==> config.mk <==
export PLATFORM = sky130hd
export DESIGN_NAME = rmc_ctrl
export DESIGN_NICKNAME = d
export VERILOG_FILES = /design/src/design/rmc_sync.v /design/src/design/rmc_ctrl.v
export VERILOG_INCLUDE_DIRS = /design/src /design/src/design
export SDC_FILE = /design/constraint.sdc
export NUM_CORES = 1
export LEC_CHECK = 0
export BUFFER_PORTS_ARGS = -buffer_cell sky130_fd_sc_hd__buf_2
export CORE_MARGIN = 3
export CORE_UTILIZATION = 57
export CTS_BUF_LIST = sky130_fd_sc_hd__clkbuf_8
export DETAILED_ROUTE_END_ITERATION = 10
export HOLD_SLACK_MARGIN = 0.05
export PLACE_DENSITY = 0.85
export SYNTH_ARGS = -nofsm -noshare
export SYNTH_HDL_FRONTEND = slang
export SYNTH_SLANG_ARGS = --single-unit
==> constraint.sdc <==
create_clock -name clk -period 7.3 [get_ports clk]
set_clock_uncertainty 0.2 [all_clocks]
set_input_delay 1.46 -clock clk [delete_from_list [all_inputs] [get_ports clk]]
set_output_delay 1.46 -clock clk [all_outputs]
set_load 0.05 [all_outputs]
==> src/design/rmc_defs.vh <==
/*
 Constants for the radio mode and acknowledged transmit controller.
 Assumes inclusion by bare name from design files; definitions only.
*/
`ifndef RMC_DEFS_VH
`define RMC_DEFS_VH

`define RMC_MODE_POWER_DOWN  3'h0
`define RMC_MODE_LOW_IDLE    3'h1
`define RMC_MODE_ARMED       3'h2
`define RMC_MODE_TRANSMIT    3'h3
`define RMC_MODE_AWAIT_ACK   3'h4
`define RMC_MODE_RECEIVE     3'h5

`define RMC_CLK_MHZ          25
`define RMC_PULSE_MIN_US     10
`define RMC_PULSE_CYC        (`RMC_PULSE_MIN_US * `RMC_CLK_MHZ)

`define RMC_FIFO_DEPTH       3
`define RMC_PIPE_COUNT       6
`define RMC_ADDR_BITS        40
`define RMC_SHARED_BITS      32
`define RMC_RETRY_BITS       4
`define RMC_LOST_BITS        4
`define RMC_SEQ_BITS         2
`define RMC_SEQ_RESET        2'h0
`define RMC_LEN_BITS         6
`define RMC_ACK_WAIT_DEF     16'h00FA

`endif

==> src/design/rmc_sync.v <==
/*
 Two-flop synchroniser for a level from outside the clock domain.
 Assumes one clock and an asynchronous active-low reset.
*/
`timescale 1ns/1ps
`default_nettype none
module rmc_sync (
    input  wire clk,      // Clock
    input  wire arst_n,   // Async reset
    input  wire d,        // Async level
    output wire q         // Synchronised level
);
    reg meta_reg;
    reg sync_reg;
    always @(posedge clk or negedge arst_n) begin
        if (!arst_n) begin
            meta_reg <= 1'b0;
            sync_reg <= 1'b0;
        end else begin
            meta_reg <= d;
            sync_reg <= meta_reg;
        end
    end
    assign q = sync_reg;
endmodule // rmc_sync
`default_nettype wire

==> src/design/rmc_ctrl.v <==
/*
 Mode controller and acknowledged transmit engine of a packet radio.
 Assumes the serial port decoder presents payload bytes, flag clears and
 channel writes as one-cycle strobes on clk; the activate pin is async.
*/
// Function
// - Mode from power, role, pin, FIFO
// - Power bit low forces power-down
// - Transmit; finish packet if pin falls
// - Pin low, idle: low idle standby
// - Configuration kept in every standby state
// - Three-entry transmit FIFO
// - Transmit FIFO usable in every mode
// - Payload length from bytes in one access
// - Add preamble, checksum; interrupt on completion
// - Pipe zero 40-bit, others share 32
// - Acknowledge with arrival pipe address
// - Auto-ack: switch to await-ack after send
// - Ack in window: flag, drop payload
// - No ack: resend if retransmit enabled
// - Over limit: flag, keep payload
// - Interrupt low while flags set; host clears
// - No sending until retry flag cleared
// - Lost count per limit; retries per packet
// - After cycle: idle, next, or armed
// - Armed goes idle when pin low
// - Channel write clears lost counter
// - Sequence id advances per loaded payload
`timescale 1ns/1ps
`default_nettype none
`include "rmc_defs.vh"
module rmc_ctrl #(
    parameter DEPTH    = `RMC_FIFO_DEPTH,
    parameter ACK_WAIT = `RMC_ACK_WAIT_DEF
) (
    input  wire        clk,                // 25 MHz clock
    input  wire        arst_n,             // Async reset
    input  wire        activate_pin,       // Activate pin, async
    input  wire        power_on_bit,       // Power-up control
    input  wire        receive_role_bit,   // Receive role control
    input  wire        pipe_zero_auto_ack, // Auto-ack on pipe zero
    input  wire [3:0]  retry_limit,        // Retry limit field
    input  wire        load_start,         // Payload access opens
    input  wire        load_byte,          // Payload byte strobe
    input  wire        load_end,           // Port select went high
    input  wire        clear_delivered,    // Status write clears delivered
    input  wire        clear_retry_limit,  // Status write clears retry limit
    input  wire        channel_write,      // Channel register written
    input  wire        send_done,          // Radio finished packet
    input  wire        ack_valid,          // Valid ack on pipe zero
    input  wire [39:0] pipe_zero_receive_address, // Ack address
    input  wire [2:0]  ack_pipe,           // Pipe of received payload
    input  wire [7:0]  pipe_low_byte,      // Low byte of that pipe
    input  wire [31:0] shared_upper,       // Shared upper bits
    output reg  [2:0]  mode_reg,           // Current mode
    output reg         send_start_reg,     // Start radio send
    output reg  [5:0]  send_len_reg,       // Payload length
    output reg  [1:0]  packet_sequence_id, // Sequence id of payload
    output reg         frame_wrap_reg,     // Add preamble and checksum
    output reg  [39:0] ack_address_reg,    // Address for acks sent
    output reg         delivered_flag,     // Delivered flag
    output reg         retry_limit_flag,   // Retry-limit flag
    output reg  [3:0]  retry_counter,      // Retries this packet
    output reg  [3:0]  lost_packet_counter,// Lost packets
    output reg  [1:0]  tx_count_reg,       // Queued payloads
    output wire        load_ready,         // FIFO has room
    output wire        irq_n               // Interrupt, active low
);
    localparam LB = `RMC_LEN_BITS;

    wire       pin_s;
    reg [15:0] wait_reg;
    reg [LB-1:0] len_mem [0:DEPTH-1];
    reg [1:0]  wr_ptr_reg;
    reg [1:0]  rd_ptr_reg;
    reg [LB-1:0] byte_cnt_reg;
    reg        loading_reg;

    rmc_sync u_pin (
        .clk    (clk),
        .arst_n (arst_n),
        .d      (activate_pin),
        .q      (pin_s)
    );

    function [1:0] ptr_inc;
        input [1:0] p;
        ptr_inc = (p == DEPTH - 1) ? 2'h0 : p + 2'h1;
    endfunction

    wire fifo_full  = (tx_count_reg == DEPTH);
    wire fifo_empty = (tx_count_reg == 2'h0);
    assign load_ready = !fifo_full;
    assign irq_n = !(delivered_flag || retry_limit_flag);

    // Pulse width not enforced: a synchronised high level starts the send
    wire pushed   = loading_reg && load_end && (byte_cnt_reg != 0) && !fifo_full;
    wire ack_ok   = (mode_reg == `RMC_MODE_AWAIT_ACK) && ack_valid;
    wire timeout  = (mode_reg == `RMC_MODE_AWAIT_ACK) && !ack_valid && (wait_reg == 16'h0000);
    wire give_up  = timeout && (retry_counter >= retry_limit);
    wire drop     = ack_ok || ((mode_reg == `RMC_MODE_TRANSMIT) && send_done && !pipe_zero_auto_ack);
    wire can_send = !fifo_empty && !retry_limit_flag;

    // Payload length from the bytes of one access
    always @(posedge clk or negedge arst_n) begin
        if (!arst_n) begin
            loading_reg  <= 1'b0;
            byte_cnt_reg <= {LB{1'b0}};
            wr_ptr_reg   <= 2'h0;
        end else begin
            if (load_start) begin
                loading_reg  <= 1'b1;
                byte_cnt_reg <= {LB{1'b0}};
            end else if (load_byte && loading_reg) begin
                byte_cnt_reg <= byte_cnt_reg + 1'b1;
            end else if (load_end) begin
                loading_reg <= 1'b0;
            end
            if (pushed)
                wr_ptr_reg <= ptr_inc(wr_ptr_reg);
        end
    end

    always @(posedge clk) begin
        if (pushed)
            len_mem[wr_ptr_reg] <= byte_cnt_reg;
    end

    always @(posedge clk or negedge arst_n) begin
        if (!arst_n) begin
            tx_count_reg       <= 2'h0;
            rd_ptr_reg         <= 2'h0;
            packet_sequence_id <= `RMC_SEQ_RESET;
        end else begin
            if (pushed)
                packet_sequence_id <= packet_sequence_id + 2'h1;
            if (drop)
                rd_ptr_reg <= ptr_inc(rd_ptr_reg);
            if (pushed && !drop)
                tx_count_reg <= tx_count_reg + 2'h1;
            else if (drop && !pushed)
                tx_count_reg <= tx_count_reg - 2'h1;
        end
    end

    // Set wins over a clear in the same cycle
    always @(posedge clk or negedge arst_n) begin
        if (!arst_n) begin
            delivered_flag      <= 1'b0;
            retry_limit_flag    <= 1'b0;
            lost_packet_counter <= 4'h0;
        end else begin
            if (drop)
                delivered_flag <= 1'b1;
            else if (clear_delivered)
                delivered_flag <= 1'b0;
            if (give_up)
                retry_limit_flag <= 1'b1;
            else if (clear_retry_limit)
                retry_limit_flag <= 1'b0;
            if (give_up && lost_packet_counter != 4'hF)
                lost_packet_counter <= lost_packet_counter + 4'h1;
            else if (channel_write)
                lost_packet_counter <= 4'h0;
        end
    end

    // Address for outgoing acks follows the arrival pipe
    always @(posedge clk or negedge arst_n) begin
        if (!arst_n)
            ack_address_reg <= 40'h0000000000;
        else if (ack_pipe == 3'h0)
            ack_address_reg <= pipe_zero_receive_address;
        else
            ack_address_reg <= {shared_upper, pipe_low_byte};
    end

    always @(posedge clk or negedge arst_n) begin
        if (!arst_n) begin
            mode_reg       <= `RMC_MODE_POWER_DOWN;
            send_start_reg <= 1'b0;
            send_len_reg   <= {LB{1'b0}};
            frame_wrap_reg <= 1'b0;
            retry_counter  <= 4'h0;
            wait_reg       <= 16'h0000;
        end else begin
            send_start_reg <= 1'b0;
            if (!power_on_bit) begin
                mode_reg       <= `RMC_MODE_POWER_DOWN;
                frame_wrap_reg <= 1'b0;
            end else begin
                case (mode_reg)
                `RMC_MODE_POWER_DOWN, `RMC_MODE_LOW_IDLE, `RMC_MODE_ARMED,
                `RMC_MODE_RECEIVE: begin
                    if (!pin_s)
                        mode_reg <= `RMC_MODE_LOW_IDLE;
                    else if (receive_role_bit)
                        mode_reg <= `RMC_MODE_RECEIVE;
                    else if (can_send) begin
                        mode_reg       <= `RMC_MODE_TRANSMIT;
                        send_start_reg <= 1'b1;
                        frame_wrap_reg <= 1'b1;
                        send_len_reg   <= len_mem[rd_ptr_reg];
                        retry_counter  <= 4'h0;
                    end else
                        mode_reg <= `RMC_MODE_ARMED;
                end
                `RMC_MODE_TRANSMIT: begin
                    if (send_done) begin
                        frame_wrap_reg <= 1'b0;
                        if (pipe_zero_auto_ack) begin
                            mode_reg <= `RMC_MODE_AWAIT_ACK;
                            wait_reg <= ACK_WAIT[15:0];
                        end else
                            mode_reg <= pin_s ? `RMC_MODE_ARMED : `RMC_MODE_LOW_IDLE;
                    end
                end
                `RMC_MODE_AWAIT_ACK: begin
                    if (wait_reg != 16'h0000)
                        wait_reg <= wait_reg - 16'h0001;
                    if (ack_ok)
                        mode_reg <= pin_s ? `RMC_MODE_ARMED : `RMC_MODE_LOW_IDLE;
                    else if (give_up)
                        mode_reg <= pin_s ? `RMC_MODE_ARMED : `RMC_MODE_LOW_IDLE;
                    else if (timeout) begin
                        mode_reg       <= `RMC_MODE_TRANSMIT;
                        send_start_reg <= 1'b1;
                        frame_wrap_reg <= 1'b1;
                        retry_counter  <= retry_counter + 4'h1;
                    end
                end
                default: mode_reg <= `RMC_MODE_POWER_DOWN;
                endcase
            end
        end
    end
endmodule // rmc_ctrl
`default_nettype wire

==> results of run 1 <==
layer usage:
metal / vias up / share of wire / track usage / routed length, um
met3: 22 / 0.094 / 0.09965 / 1154
met1: 1897 / 0.38 / 0.3006 / 4698
met5: - / 0.0016 / 0 / 20
li1: 1852 / - / - / -
met4: 2 / 0.022 / 0.09202 / 268
met2: 163 / 0.50 / 0.4142 / 6170
per-stage QoR:
| step | area (um^2) | total power (W) | worst slack [ns] | std cells |
|---|---|---|---|---|
| 2_1_floorplan | 5135 | 0.001199 | 4.110 | 422 |
| 3_3_place_gp | 6072 | 0.001335 | 3.913 | 683 |
| 3_5_place_dp | 6072 | 0.001353 | 3.791 | 683 |
| 4_1_cts | 6294 | 0.001740 | 4.186 | 699 |
| 5_1_grt | 6301 | 0.001816 | 4.065 | 702 |
| 6_report | 6301 | 0.001726 | 4.193 | 702 |
cell families after synthesis:
| group | Yosys count | synth area share |
|---|---|---|
| multiplexers | 56 | 0.1209 |
| AND/OR/NAND/NOR | 121 | 0.1382 |
| AO/OA/AOI/OAI | 68 | 0.09210 |
| XOR/XNOR | 19 | 0.03241 |
| flip-flops | 112 | 0.5634 |
| buffers and inverters | 35 | 0.02631 |
| adder cells (fa/ha/maj) | 11 | 0.02680 |
cells in the mapped netlist, drive strengths merged (2+ instances only):
cell type   n
a211o       4
a211oi      4
a21o        7
a21oi       9
a22o        3
and2        5
and3        2
buf         3
clkbuf     10
dfrtp      94
edfxtp     18
ha         11
inv        21
mux2       48
mux2i       8
nand2      30
nand2b      4
nand3      10
nand3b      3
nand4       6
nand4b      2
nor2       28
nor2b       3
nor3        6
nor3b       6
nor4        6
o211ai      3
o21a        2
o21ai      18
o22a        2
o22ai       2
o31ai       2
or3         2
or4         3
xnor2       8
xor2       11
cell type report:
type	instances	area [um^2]	share of cell area
Multi-Input combinational cell	275	2112	0.3352
Clock inverter	7	97.59	0.01549
Inverter	22	82.58	0.01311
Sequential cell	112	2893	0.4591
Clock buffer	9	123.9	0.01966
Antenna cell	3	7.507	0.001191
Timing Repair Buffer	169	853.3	0.1354
Tap cell	105	131.4	0.02085
worst reg2reg max path, stage by stage, from the launching register on:
cell       delay [ns]
dfrtp_1          0.49
inv_1            0.09
ha_1             0.13
or4b_1           0.45
o2111ai_1        0.60
inv_2            0.09
ha_1             0.35
nor2_1           0.15
xor2_1           0.16
power breakdown:
group / leakage [nW] / switching (W) / internal (W)
clock network: 0.111 / 0.000241 / 0.000146
registers: 1.34 / 0.0000895 / 0.000719
logic: 1.60 / 0.000351 / 0.000180
path summary, 6_finish.rpt:
kind	endpoint	depth (start not counted)
setup / recovery	lost_packet_counter[1]	8
hold / removal	u_pin.q	0
setup reg to reg	tx_count_reg[1]	8
hold reg to reg	u_pin.q	0
max in group asynchronous	delivered_flag	2
min in group asynchronous	send_len_reg[1]	1
==> metrics.txt, run 1 <==
run status completed; Syn. warnings 0; Buffers on Ports 167; Largest register FFs 40; worst setup path class input pin to flip-flop; Root Driver clkbuf_8; Net Count, Synth between 500 and 600; via count around 4000; largest area contributor in the netlist dfrtp_1; Yosys cell types 64; first-pass GRT wire length ~20 mm; Synth top area share 0.4581; Rel. slew slack 0.3187; RSZ-0062 raised after global routing false; Max Cap Viol 0; hold_buf cts 0; launching element type of the critical path input pin; Hold Crit Class flip-flop to flip-flop; synthesis-to-layout area growth 22.71%; Post-Syn Instances between 400 and 500; Post-CTS Setup Bufs 0; initial core utilization 0.6067; reg-to-reg slack, setup around 4.5 ns; post-cts resize count 0; Final HPWL DP approximately 9.4 mm; PwrDens between 200 and 300 mW/mm^2; final wirelength ~12 mm; FFs w/ async S/R, synth 0.8393; Core Region between 0.008 and 0.009 mm^2; Synth Flop Type dfrtp_1; CTS clk-pin slew, worst paths roughly 0.11 ns; r2r startpoint byte_cnt_reg[1]; synth top area cells dfrtp_1, edfxtp_1, mux2_2; row cnt 33; die area 0.01018 mm^2; maximum clock rate ~320 MHz; final setup fails 0; die width between 100 and 150 um; Detail Route Antenna Nets 0; leading cell type in the layout, fill and taps excluded buf_2; antenna violations before repair 4; DRC 0; Fin Hold WS 0.1658 ns; CTS buffer count 9; Fin. Hold Viols 0; drt via density about 5.6; share of post-route cells with drive strength above 1 0.4108; CP arrival 3.16 ns; Final period util 0.4257; post-synthesis sequential area ratio 0.5634; Critical Path Max Stage Delay a little under 0.4 ns; Cell Area, Synth roughly 0.005 mm^2; CP startpoint retry_limit[3]; largest net degree at the start of global routing 63; worst path cell trace buf_2, inv_1, ha_1, o211ai_1, o21a_1, nor4_4, o31ai_1, mux2_1; Max clock buf depth 2; Total Routing Usage GR 0.2520; CTS tree done; WL/cell approximately 18 um; vias in the first global route a little over 4000; total negative slack 0 ns; Tmin final approximately 3.1 ns; FILL cells 557; Peak VDD IR approximately 0.00015 V; CP max-delay cell nor4_4; most frequent cells in the layout buf_2, dfrtp_1, mux2_2; die span in y roughly 100 um; Leak 3.050 nW; clk sinks about 110; number of flops mapped to enable cells by yosys 18; CP Max Fanout 6; Syn Area/Cell 12.17 um^2; 1st-iter DRT viols 184; CP top delay family compound AO/OA/AOI/OAI gates; clock latency on the worst-skew pair about 0.37 ns; io pins 168; Yosys reg bits roughly 110; CP Data Required Time between 7 and 8 ns; H-tree Lvls 3; gpl congestion just over 0.9; Slew @ Worst Pin 1.014 ns; Pins Over Slew Limit 0; min-delay src u_pin.meta_reg; Finished Core Util 0.7444; nets@finish 701; Buf/Inv on CP 2; Pre-antenna DRT Iters 5; Crit. End Element flip-flop; overflow left after global routing 0
No activity file was read; power rests on OpenSTA's default activity.
==> inputs of run 2 (changes only) <==
--- a/config.mk
+++ b/config.mk
@@ -8,11 +8,11 @@
 export LEC_CHECK = 0
 export BUFFER_PORTS_ARGS = -buffer_cell sky130_fd_sc_hd__buf_2
 export CORE_MARGIN = 3
-export CORE_UTILIZATION = 57
+export CORE_UTILIZATION = 53
 export CTS_BUF_LIST = sky130_fd_sc_hd__clkbuf_8
 export DETAILED_ROUTE_END_ITERATION = 10
 export HOLD_SLACK_MARGIN = 0.05
-export PLACE_DENSITY = 0.85
+export PLACE_DENSITY = 0.8
 export SYNTH_ARGS = -nofsm -noshare
 export SYNTH_HDL_FRONTEND = slang
 export SYNTH_SLANG_ARGS = --single-unit
==> constraint.sdc (replaced) <==
create_clock -name clk -period 3 [get_ports clk]
set_clock_uncertainty 0.2 [all_clocks]
set_input_delay 0.6 -clock clk [delete_from_list [all_inputs] [get_ports clk]]
set_output_delay 0.6 -clock clk [all_outputs]
set_load 0.05 [all_outputs]
==> run 2 against run 1 <==
  * Power is 140% higher
  * Die area is 7.1% higher
  * Largest cell class unchanged
  * Sequential power is 140% higher
  * Global-route usage is 3.1 points lower
  * Count of clock-buffer cells in the layout stayed put
  * Critical path type is now flip-flop to flip-flop
  * Worst setup slack worse by 3.9 ns
  * Hold slack worse by 0.042 ns
  * Core utilization is 6.7 points lower
  * Combinational power is 140% higher
  * Critical path depth is 1 higher
  * Register-to-register slack worse by 4.2 ns
==> metrics.txt, run 2 (synthesis results as in run 1) <==
reg-to-reg slack, setup 0.29 ns (-4.24 ns); CP top delay family compound AO/OA/AOI/OAI gates; Fin. Hold Viols 0 (unchanged); Leak 3.054 nW (+0.14%); Buffers on Ports 167 (unchanged); Root Driver clkbuf_8; drt via density 5.331 (-4.9%); nets@finish 705 (+0.57%); CP arrival 2.80 ns (-0.36 ns); CP startpoint byte_cnt_reg[0]; Peak VDD IR 0.0004376 V (+190%); Crit. End Element flip-flop; CP Max Fanout 7 (+1); CTS clk-pin slew, worst paths 0.11 ns (about the same); CTS tree done; die width 104.4 um (+3.5%); leading cell type in the layout, fill and taps excluded buf_2; launching element type of the critical path flip-flop; io pins 168 (unchanged); Hold Crit Class input pin to flip-flop; row cnt 35 (+6.1%); antenna violations before repair 1 (-3); largest net degree at the start of global routing 47 (-25%); FILL cells 719 (+29%); Rel. slew slack 0.3417 (+0.02298); Critical Path Max Stage Delay 0.57 ns (+0.18 ns); R2R cell count 9 (+1); RSZ-0062 raised after global routing false; Diodes inserted 0 (-3); die area 0.01091 mm^2 (+7.1%); die span in y 104.4 um (+3.5%); Largest register FFs 40 (unchanged); maximum clock rate around 370 MHz; Post-CTS Setup Bufs 0 (unchanged); first-pass GRT wire length 19.17 mm (-3.8%); Total Routing Usage GR 0.2214 (-0.03055); H-tree Lvls 3 (unchanged); Final period util 0.9034; WL/cell 16.06 um (-8.4%); DRC 0 (unchanged); clock latency on the worst-skew pair 0.37 ns (about the same); r2r startpoint byte_cnt_reg[0]; via count 3876 (-1.5%); gpl congestion 0.8523 (-6.7%); Slew @ Worst Pin 0.9853 ns (-0.02879 ns); 1st-iter DRT viols 182 (-1.1%); share of post-route cells with drive strength above 1 0.4080 (-0.002748); final wirelength 11.68 mm (-5.1%); most frequent cells in the layout buf_2, dfrtp_1, mux2_2; Max clock buf depth 2 (unchanged); final setup fails 0 (unchanged); vias in the first global route 4006 (-0.64%); Fin Hold WS 0.1239 ns (-0.04194 ns); worst setup path class flip-flop to flip-flop; worst path cell trace inv_1, ha_1, or4b_1, o2111ai_1, inv_2, ha_1, xor2_1, nor2_1, xor2_1; min-delay src activate_pin; Hold Path Depth 1 (+1); Final HPWL DP 9.089 mm (-3.5%); PwrDens 642.0 mW/mm^2 (+130%); Core Region 0.009328 mm^2 (+10%); total negative slack 0 ns (unchanged); Buf/Inv on CP 2 (unchanged); Reg2Reg Capture Point tx_count_reg[1]; clk sinks 112 (unchanged); CP Data Required Time 3.09 ns (-4.27 ns); CP max-delay cell o2111ai_1; synthesis-to-layout area growth 23.05%; Max Cap Viol 0 (unchanged); Tmin final roughly 2.7 ns; Pins Over Slew Limit 0 (unchanged); overflow left after global routing 0 (unchanged); CTS buffer count 9 (unchanged); Detail Route Antenna Nets 0 (unchanged); run status completed; Hold Crit Endpoint u_pin.meta_reg; Pre-antenna DRT Iters 4 (-1); initial core utilization 0.5505 (-0.05615)
==> run 2: how the worst max path moves through the flow <==
stage          cells past startpoint               to  slack, ns
3_3_place_gp                       5    len_mem[1][5]       0.43
2_1_floorplan                      3    len_mem[1][0]       0.31
6_report                           9  tx_count_reg[1]       0.29
3_5_place_dp                       9  tx_count_reg[1]       0.29
4_1_cts                            9  tx_count_reg[1]       0.26
5_1_grt                            5    len_mem[0][3]       0.12
==> run 2: layout make-up <==
type	count	area, um^2	area share
Clock buffer	9	123.9	0.01960
Clock inverter	7	47.55	0.007525
Multi-Input combinational cell	275	2112	0.3343
Timing Repair Buffer	173	898.4	0.1422
Inverter	22	82.58	0.01307
Sequential cell	112	2893	0.4578
Tap cell	129	161.4	0.02554
==> run 2: power breakdown <==
group / switching, W / internal [W]
sequential: 0.000211 / 0.00175
combinational: 0.000851 / 0.000441
clock: 0.000498 / 0.000304
total: 0.00156 / 0.00250
==> run 2: per-layer routing <==
metal	vias to the layer above	global-route usage	share of wire
met5	-	0	0.0011
met4	2	0.06743	0.016
met3	17	0.09559	0.10
met2	155	0.3681	0.50
met1	1854	0.2600	0.38
li1	1848	-	-
==> run 2: stage by stage <==
| stage | area (um^2) | setup slack (ns) | utilization | cells | power (W) |
|---|---|---|---|---|---|
| after floorplan | 5135 | 0.3117 | - | 422 | 0.002918 |
| after global placement | 6137 | 0.4324 | 0.6579 | 710 | 0.003247 |
| after detailed placement | 6137 | 0.2929 | 0.6579 | 710 | 0.003289 |
| after CTS | 6319 | 0.2636 | 0.6774 | 727 | 0.004097 |
| after global routing | 6319 | 0.1238 | 0.6774 | 727 | 0.004284 |
| final | 6319 | 0.2899 | 0.6774 | 727 | 0.004057 |
==> run 2: repair_timing <==
| action | CTS | global route |
|---|---|---|
| endpoints found under the hold margin | 19 | 0 |
| resized for setup | 0 | 0 |
| hold buffers | 1 | 0 |
==> run 2: worst register-to-register path, cell delays in order (launching register included) <==
cell and delay (ns):
dfrtp_1 0.47, inv_1 0.09, ha_1 0.13, or4b_1 0.43, o2111ai_1 0.57, inv_2 0.08
ha_1 0.23, xor2_1 0.14, nor2_1 0.12, xor2_1 0.17
==> inputs of run 3 (changes only) <==
--- a/config.mk
+++ b/config.mk
@@ -6,13 +6,13 @@
 export SDC_FILE = /design/constraint.sdc
 export NUM_CORES = 1
 export LEC_CHECK = 0
-export BUFFER_PORTS_ARGS = -buffer_cell sky130_fd_sc_hd__buf_2
 export CORE_MARGIN = 3
-export CORE_UTILIZATION = 53
+export CORE_UTILIZATION = 60
 export CTS_BUF_LIST = sky130_fd_sc_hd__clkbuf_8
 export DETAILED_ROUTE_END_ITERATION = 10
+export DONT_BUFFER_PORTS = 1
 export HOLD_SLACK_MARGIN = 0.05
-export PLACE_DENSITY = 0.8
+export PLACE_DENSITY = 0.73
 export SYNTH_ARGS = -nofsm -noshare
 export SYNTH_HDL_FRONTEND = slang
 export SYNTH_SLANG_ARGS = --single-unit
==> run 3 against run 2 <==
  * Die area down 11%
  * Sequential power up 18%
  * Combinational power down 37%
  * Hold slack worse by 0.050 ns
  * Count of clock-buffer cells in the layout unchanged
  * Critical path depth down 2
  * Routed wire length down 1.5%
==> metrics.txt, run 3 (synthesis results as in run 1) <==
run status completed; Crit. End Element flip-flop; Diodes inserted 0 (unchanged); Net Switching 0.001562 W (about the same); launching element type of the critical path flip-flop; maximum clock rate 384.8 MHz (+4.3%); DP Area 0.005361 mm^2 (-13%); met3 WL 1.002 mm (-14%); Hold Crit Endpoint byte_cnt_reg[4]; final setup fails 0 (unchanged); power share of the sequential group 0.583 (+0.099); post-cts resize count 0 (unchanged); via count 3384 (-13%); Pwr Total 0.003979 W (-1.9%); CTS clk-pin slew, worst paths 0.11 ns (about the same); row cnt 33 (-5.7%); RSZ-0062 raised after global routing false; most frequent cells in the layout dfrtp_1, mux2_2, nand2_1; CTS tree done; nets@finish 555 (-21%); post-route design area 0.005600 mm^2 (-11%); hold_buf cts 3 (+2); drt via density 6.119 (+15%); gpl congestion 0.8810 (+3.4%); antenna violations before repair 0 (-1); die area 0.009704 mm^2 (-11%); 1st-iter DRT viols 162 (-11%); total negative slack 0 ns (unchanged); Buffers on Ports 0 (-100%); Root Driver clkbuf_8; DRC 0 (unchanged); Hold Crit Class input pin to flip-flop; first-pass GRT wire length 18.49 mm (-3.6%); CP Data Required Time 3.06 ns (-0.03 ns); Pins Over Slew Limit 0 (unchanged); Final HPWL DP 8.571 mm (-5.7%); Peak VDD IR 0.0004113 V (-6.0%); clk sinks 112 (unchanged); DR top layer met4; min-delay src load_start; die span in y 98.51 um (-5.7%); Total Routing Usage GR 0.2430 (+0.02156); WL/cell 20.79 um (+29%); Leak 2.468 nW (-19%); sw frac 0.3925 (+0.007688); io pins 168 (unchanged); Reg2Reg Capture Point lost_packet_counter[1]; Max Cap Viol 0 (unchanged); reg-to-reg slack, setup 0.40 ns (+0.11 ns); Core Region 0.008258 mm^2 (-11%); CP arrival 2.66 ns (-0.14 ns); overflow left after global routing 0 (unchanged); r2r startpoint wait_reg[0]; Hold Path Depth 1 (unchanged); Rel. slew slack 0.3115 (-0.03016); CTS buffer count 9 (unchanged); Largest register FFs 40 (unchanged); Tmin final 2.599 ns (-0.1112 ns); PwrDens 710.4 mW/mm^2 (+11%); R2R cell count 7 (-2); Pre-antenna DRT Iters 4 (unchanged); initial core utilization 0.6218 (+0.07132); Fin Hold WS 0.07344 ns (-0.05047 ns); largest net degree at the start of global routing 95 (+100%); Slew @ Worst Pin 1.025 ns (+0.03948 ns); Detail Route Antenna Nets 0 (unchanged); clock latency on the worst-skew pair 0.38 ns (about the same); Final period util 0.8663 (-0.03707); Post-CTS Setup Bufs 0 (unchanged); met2 wire len 5.700 mm (-2.6%); DRT met1 WL 4.558 mm (+2.3%); Max clock buf depth 2 (unchanged); synthesis-to-layout area growth 9.064%; share of post-route cells with drive strength above 1 0.2076 (-0.2004); leading cell type in the layout, fill and taps excluded dfrtp_1; CP Max Fanout 10 (+3); H-tree Lvls 3 (unchanged); cell-internal power 0.002417 W (-3.2%); Fin. Hold Viols 0 (unchanged); die width 98.51 um (-5.7%); vias in the first global route 3505 (-13%); final wirelength 11.50 mm (-1.5%); combinational power share 0.206 (-0.112); clock share of power 0.211 (+0.013); worst setup path class flip-flop to flip-flop
run 3: cell count changes in the layout (fill, tap and decap cells not counted), sizes merged:
cell and change:
clkinv +1, buf -152, dlygate4sd3 +2, clkinvlp -1
run 3: layout make-up:
cell class              instances  area (um^2)
flip-flops and latches        112         2893
multi-input cells             275         2112
inverters                      22        82.58
clock buffers                   9        123.9
fillers                       630         2658
well taps                     105        131.4
repair buffers                 23        200.2
clock inverters                 7        57.56
run 3: how the worst max path moves through the flow:
stage,from,end,slack (ns),cells past startpoint
2_1_floorplan,tx_count_reg[0],len_mem[1][0],0.31,3
3_3_place_gp,retry_limit[3],lost_packet_counter[1],0.51,7
3_5_place_dp,retry_limit[3],lost_packet_counter[1],0.42,7
4_1_cts,byte_cnt_reg[0],len_mem[1][2],0.41,6
5_1_grt,wait_reg[0],lost_packet_counter[1],0.21,7
6_report,wait_reg[0],lost_packet_counter[1],0.40,7
run 3: power groups by stage:
stage / sequential [W] / clock (W) / combinational [W]
floorplan: 0.00235 / 0 / 0.000565
global placement: 0.00234 / 0 / 0.000769
detailed placement: 0.00235 / 0 / 0.000789
CTS: 0.00232 / 0.000846 / 0.000826
global route: 0.00236 / 0.000912 / 0.000901
finish: 0.00232 / 0.000840 / 0.000818
run 3: per-stage QoR:
stage,util,worst slack (ns),std cells
after floorplan,-,0.3117,422
after global placement,0.6492,0.5086,533
after detailed placement,0.6492,0.4162,533
after CTS,0.6770,0.4093,552
after global routing,0.6782,0.2088,553
final,0.6782,0.4011,553
run 3: routing by layer:
layer | global-route usage | vias to the layer above
li1 | - | 1561
met1 | 0.3089 | 1659
met2 | 0.3937 | 146
met3 | 0.08351 | 18
met4 | 0.07983 | 0
met5 | 0 | -
run 3: worst max-delay path: stages (launching register included):
cell and delay (ns):
dfrtp_1 0.42, inv_1 0.12, ha_1 0.17, nor3b_1 0.28, nand4_2 0.33, nor4_4 0.42, o31ai_1 0.19, mux2_1 0.34
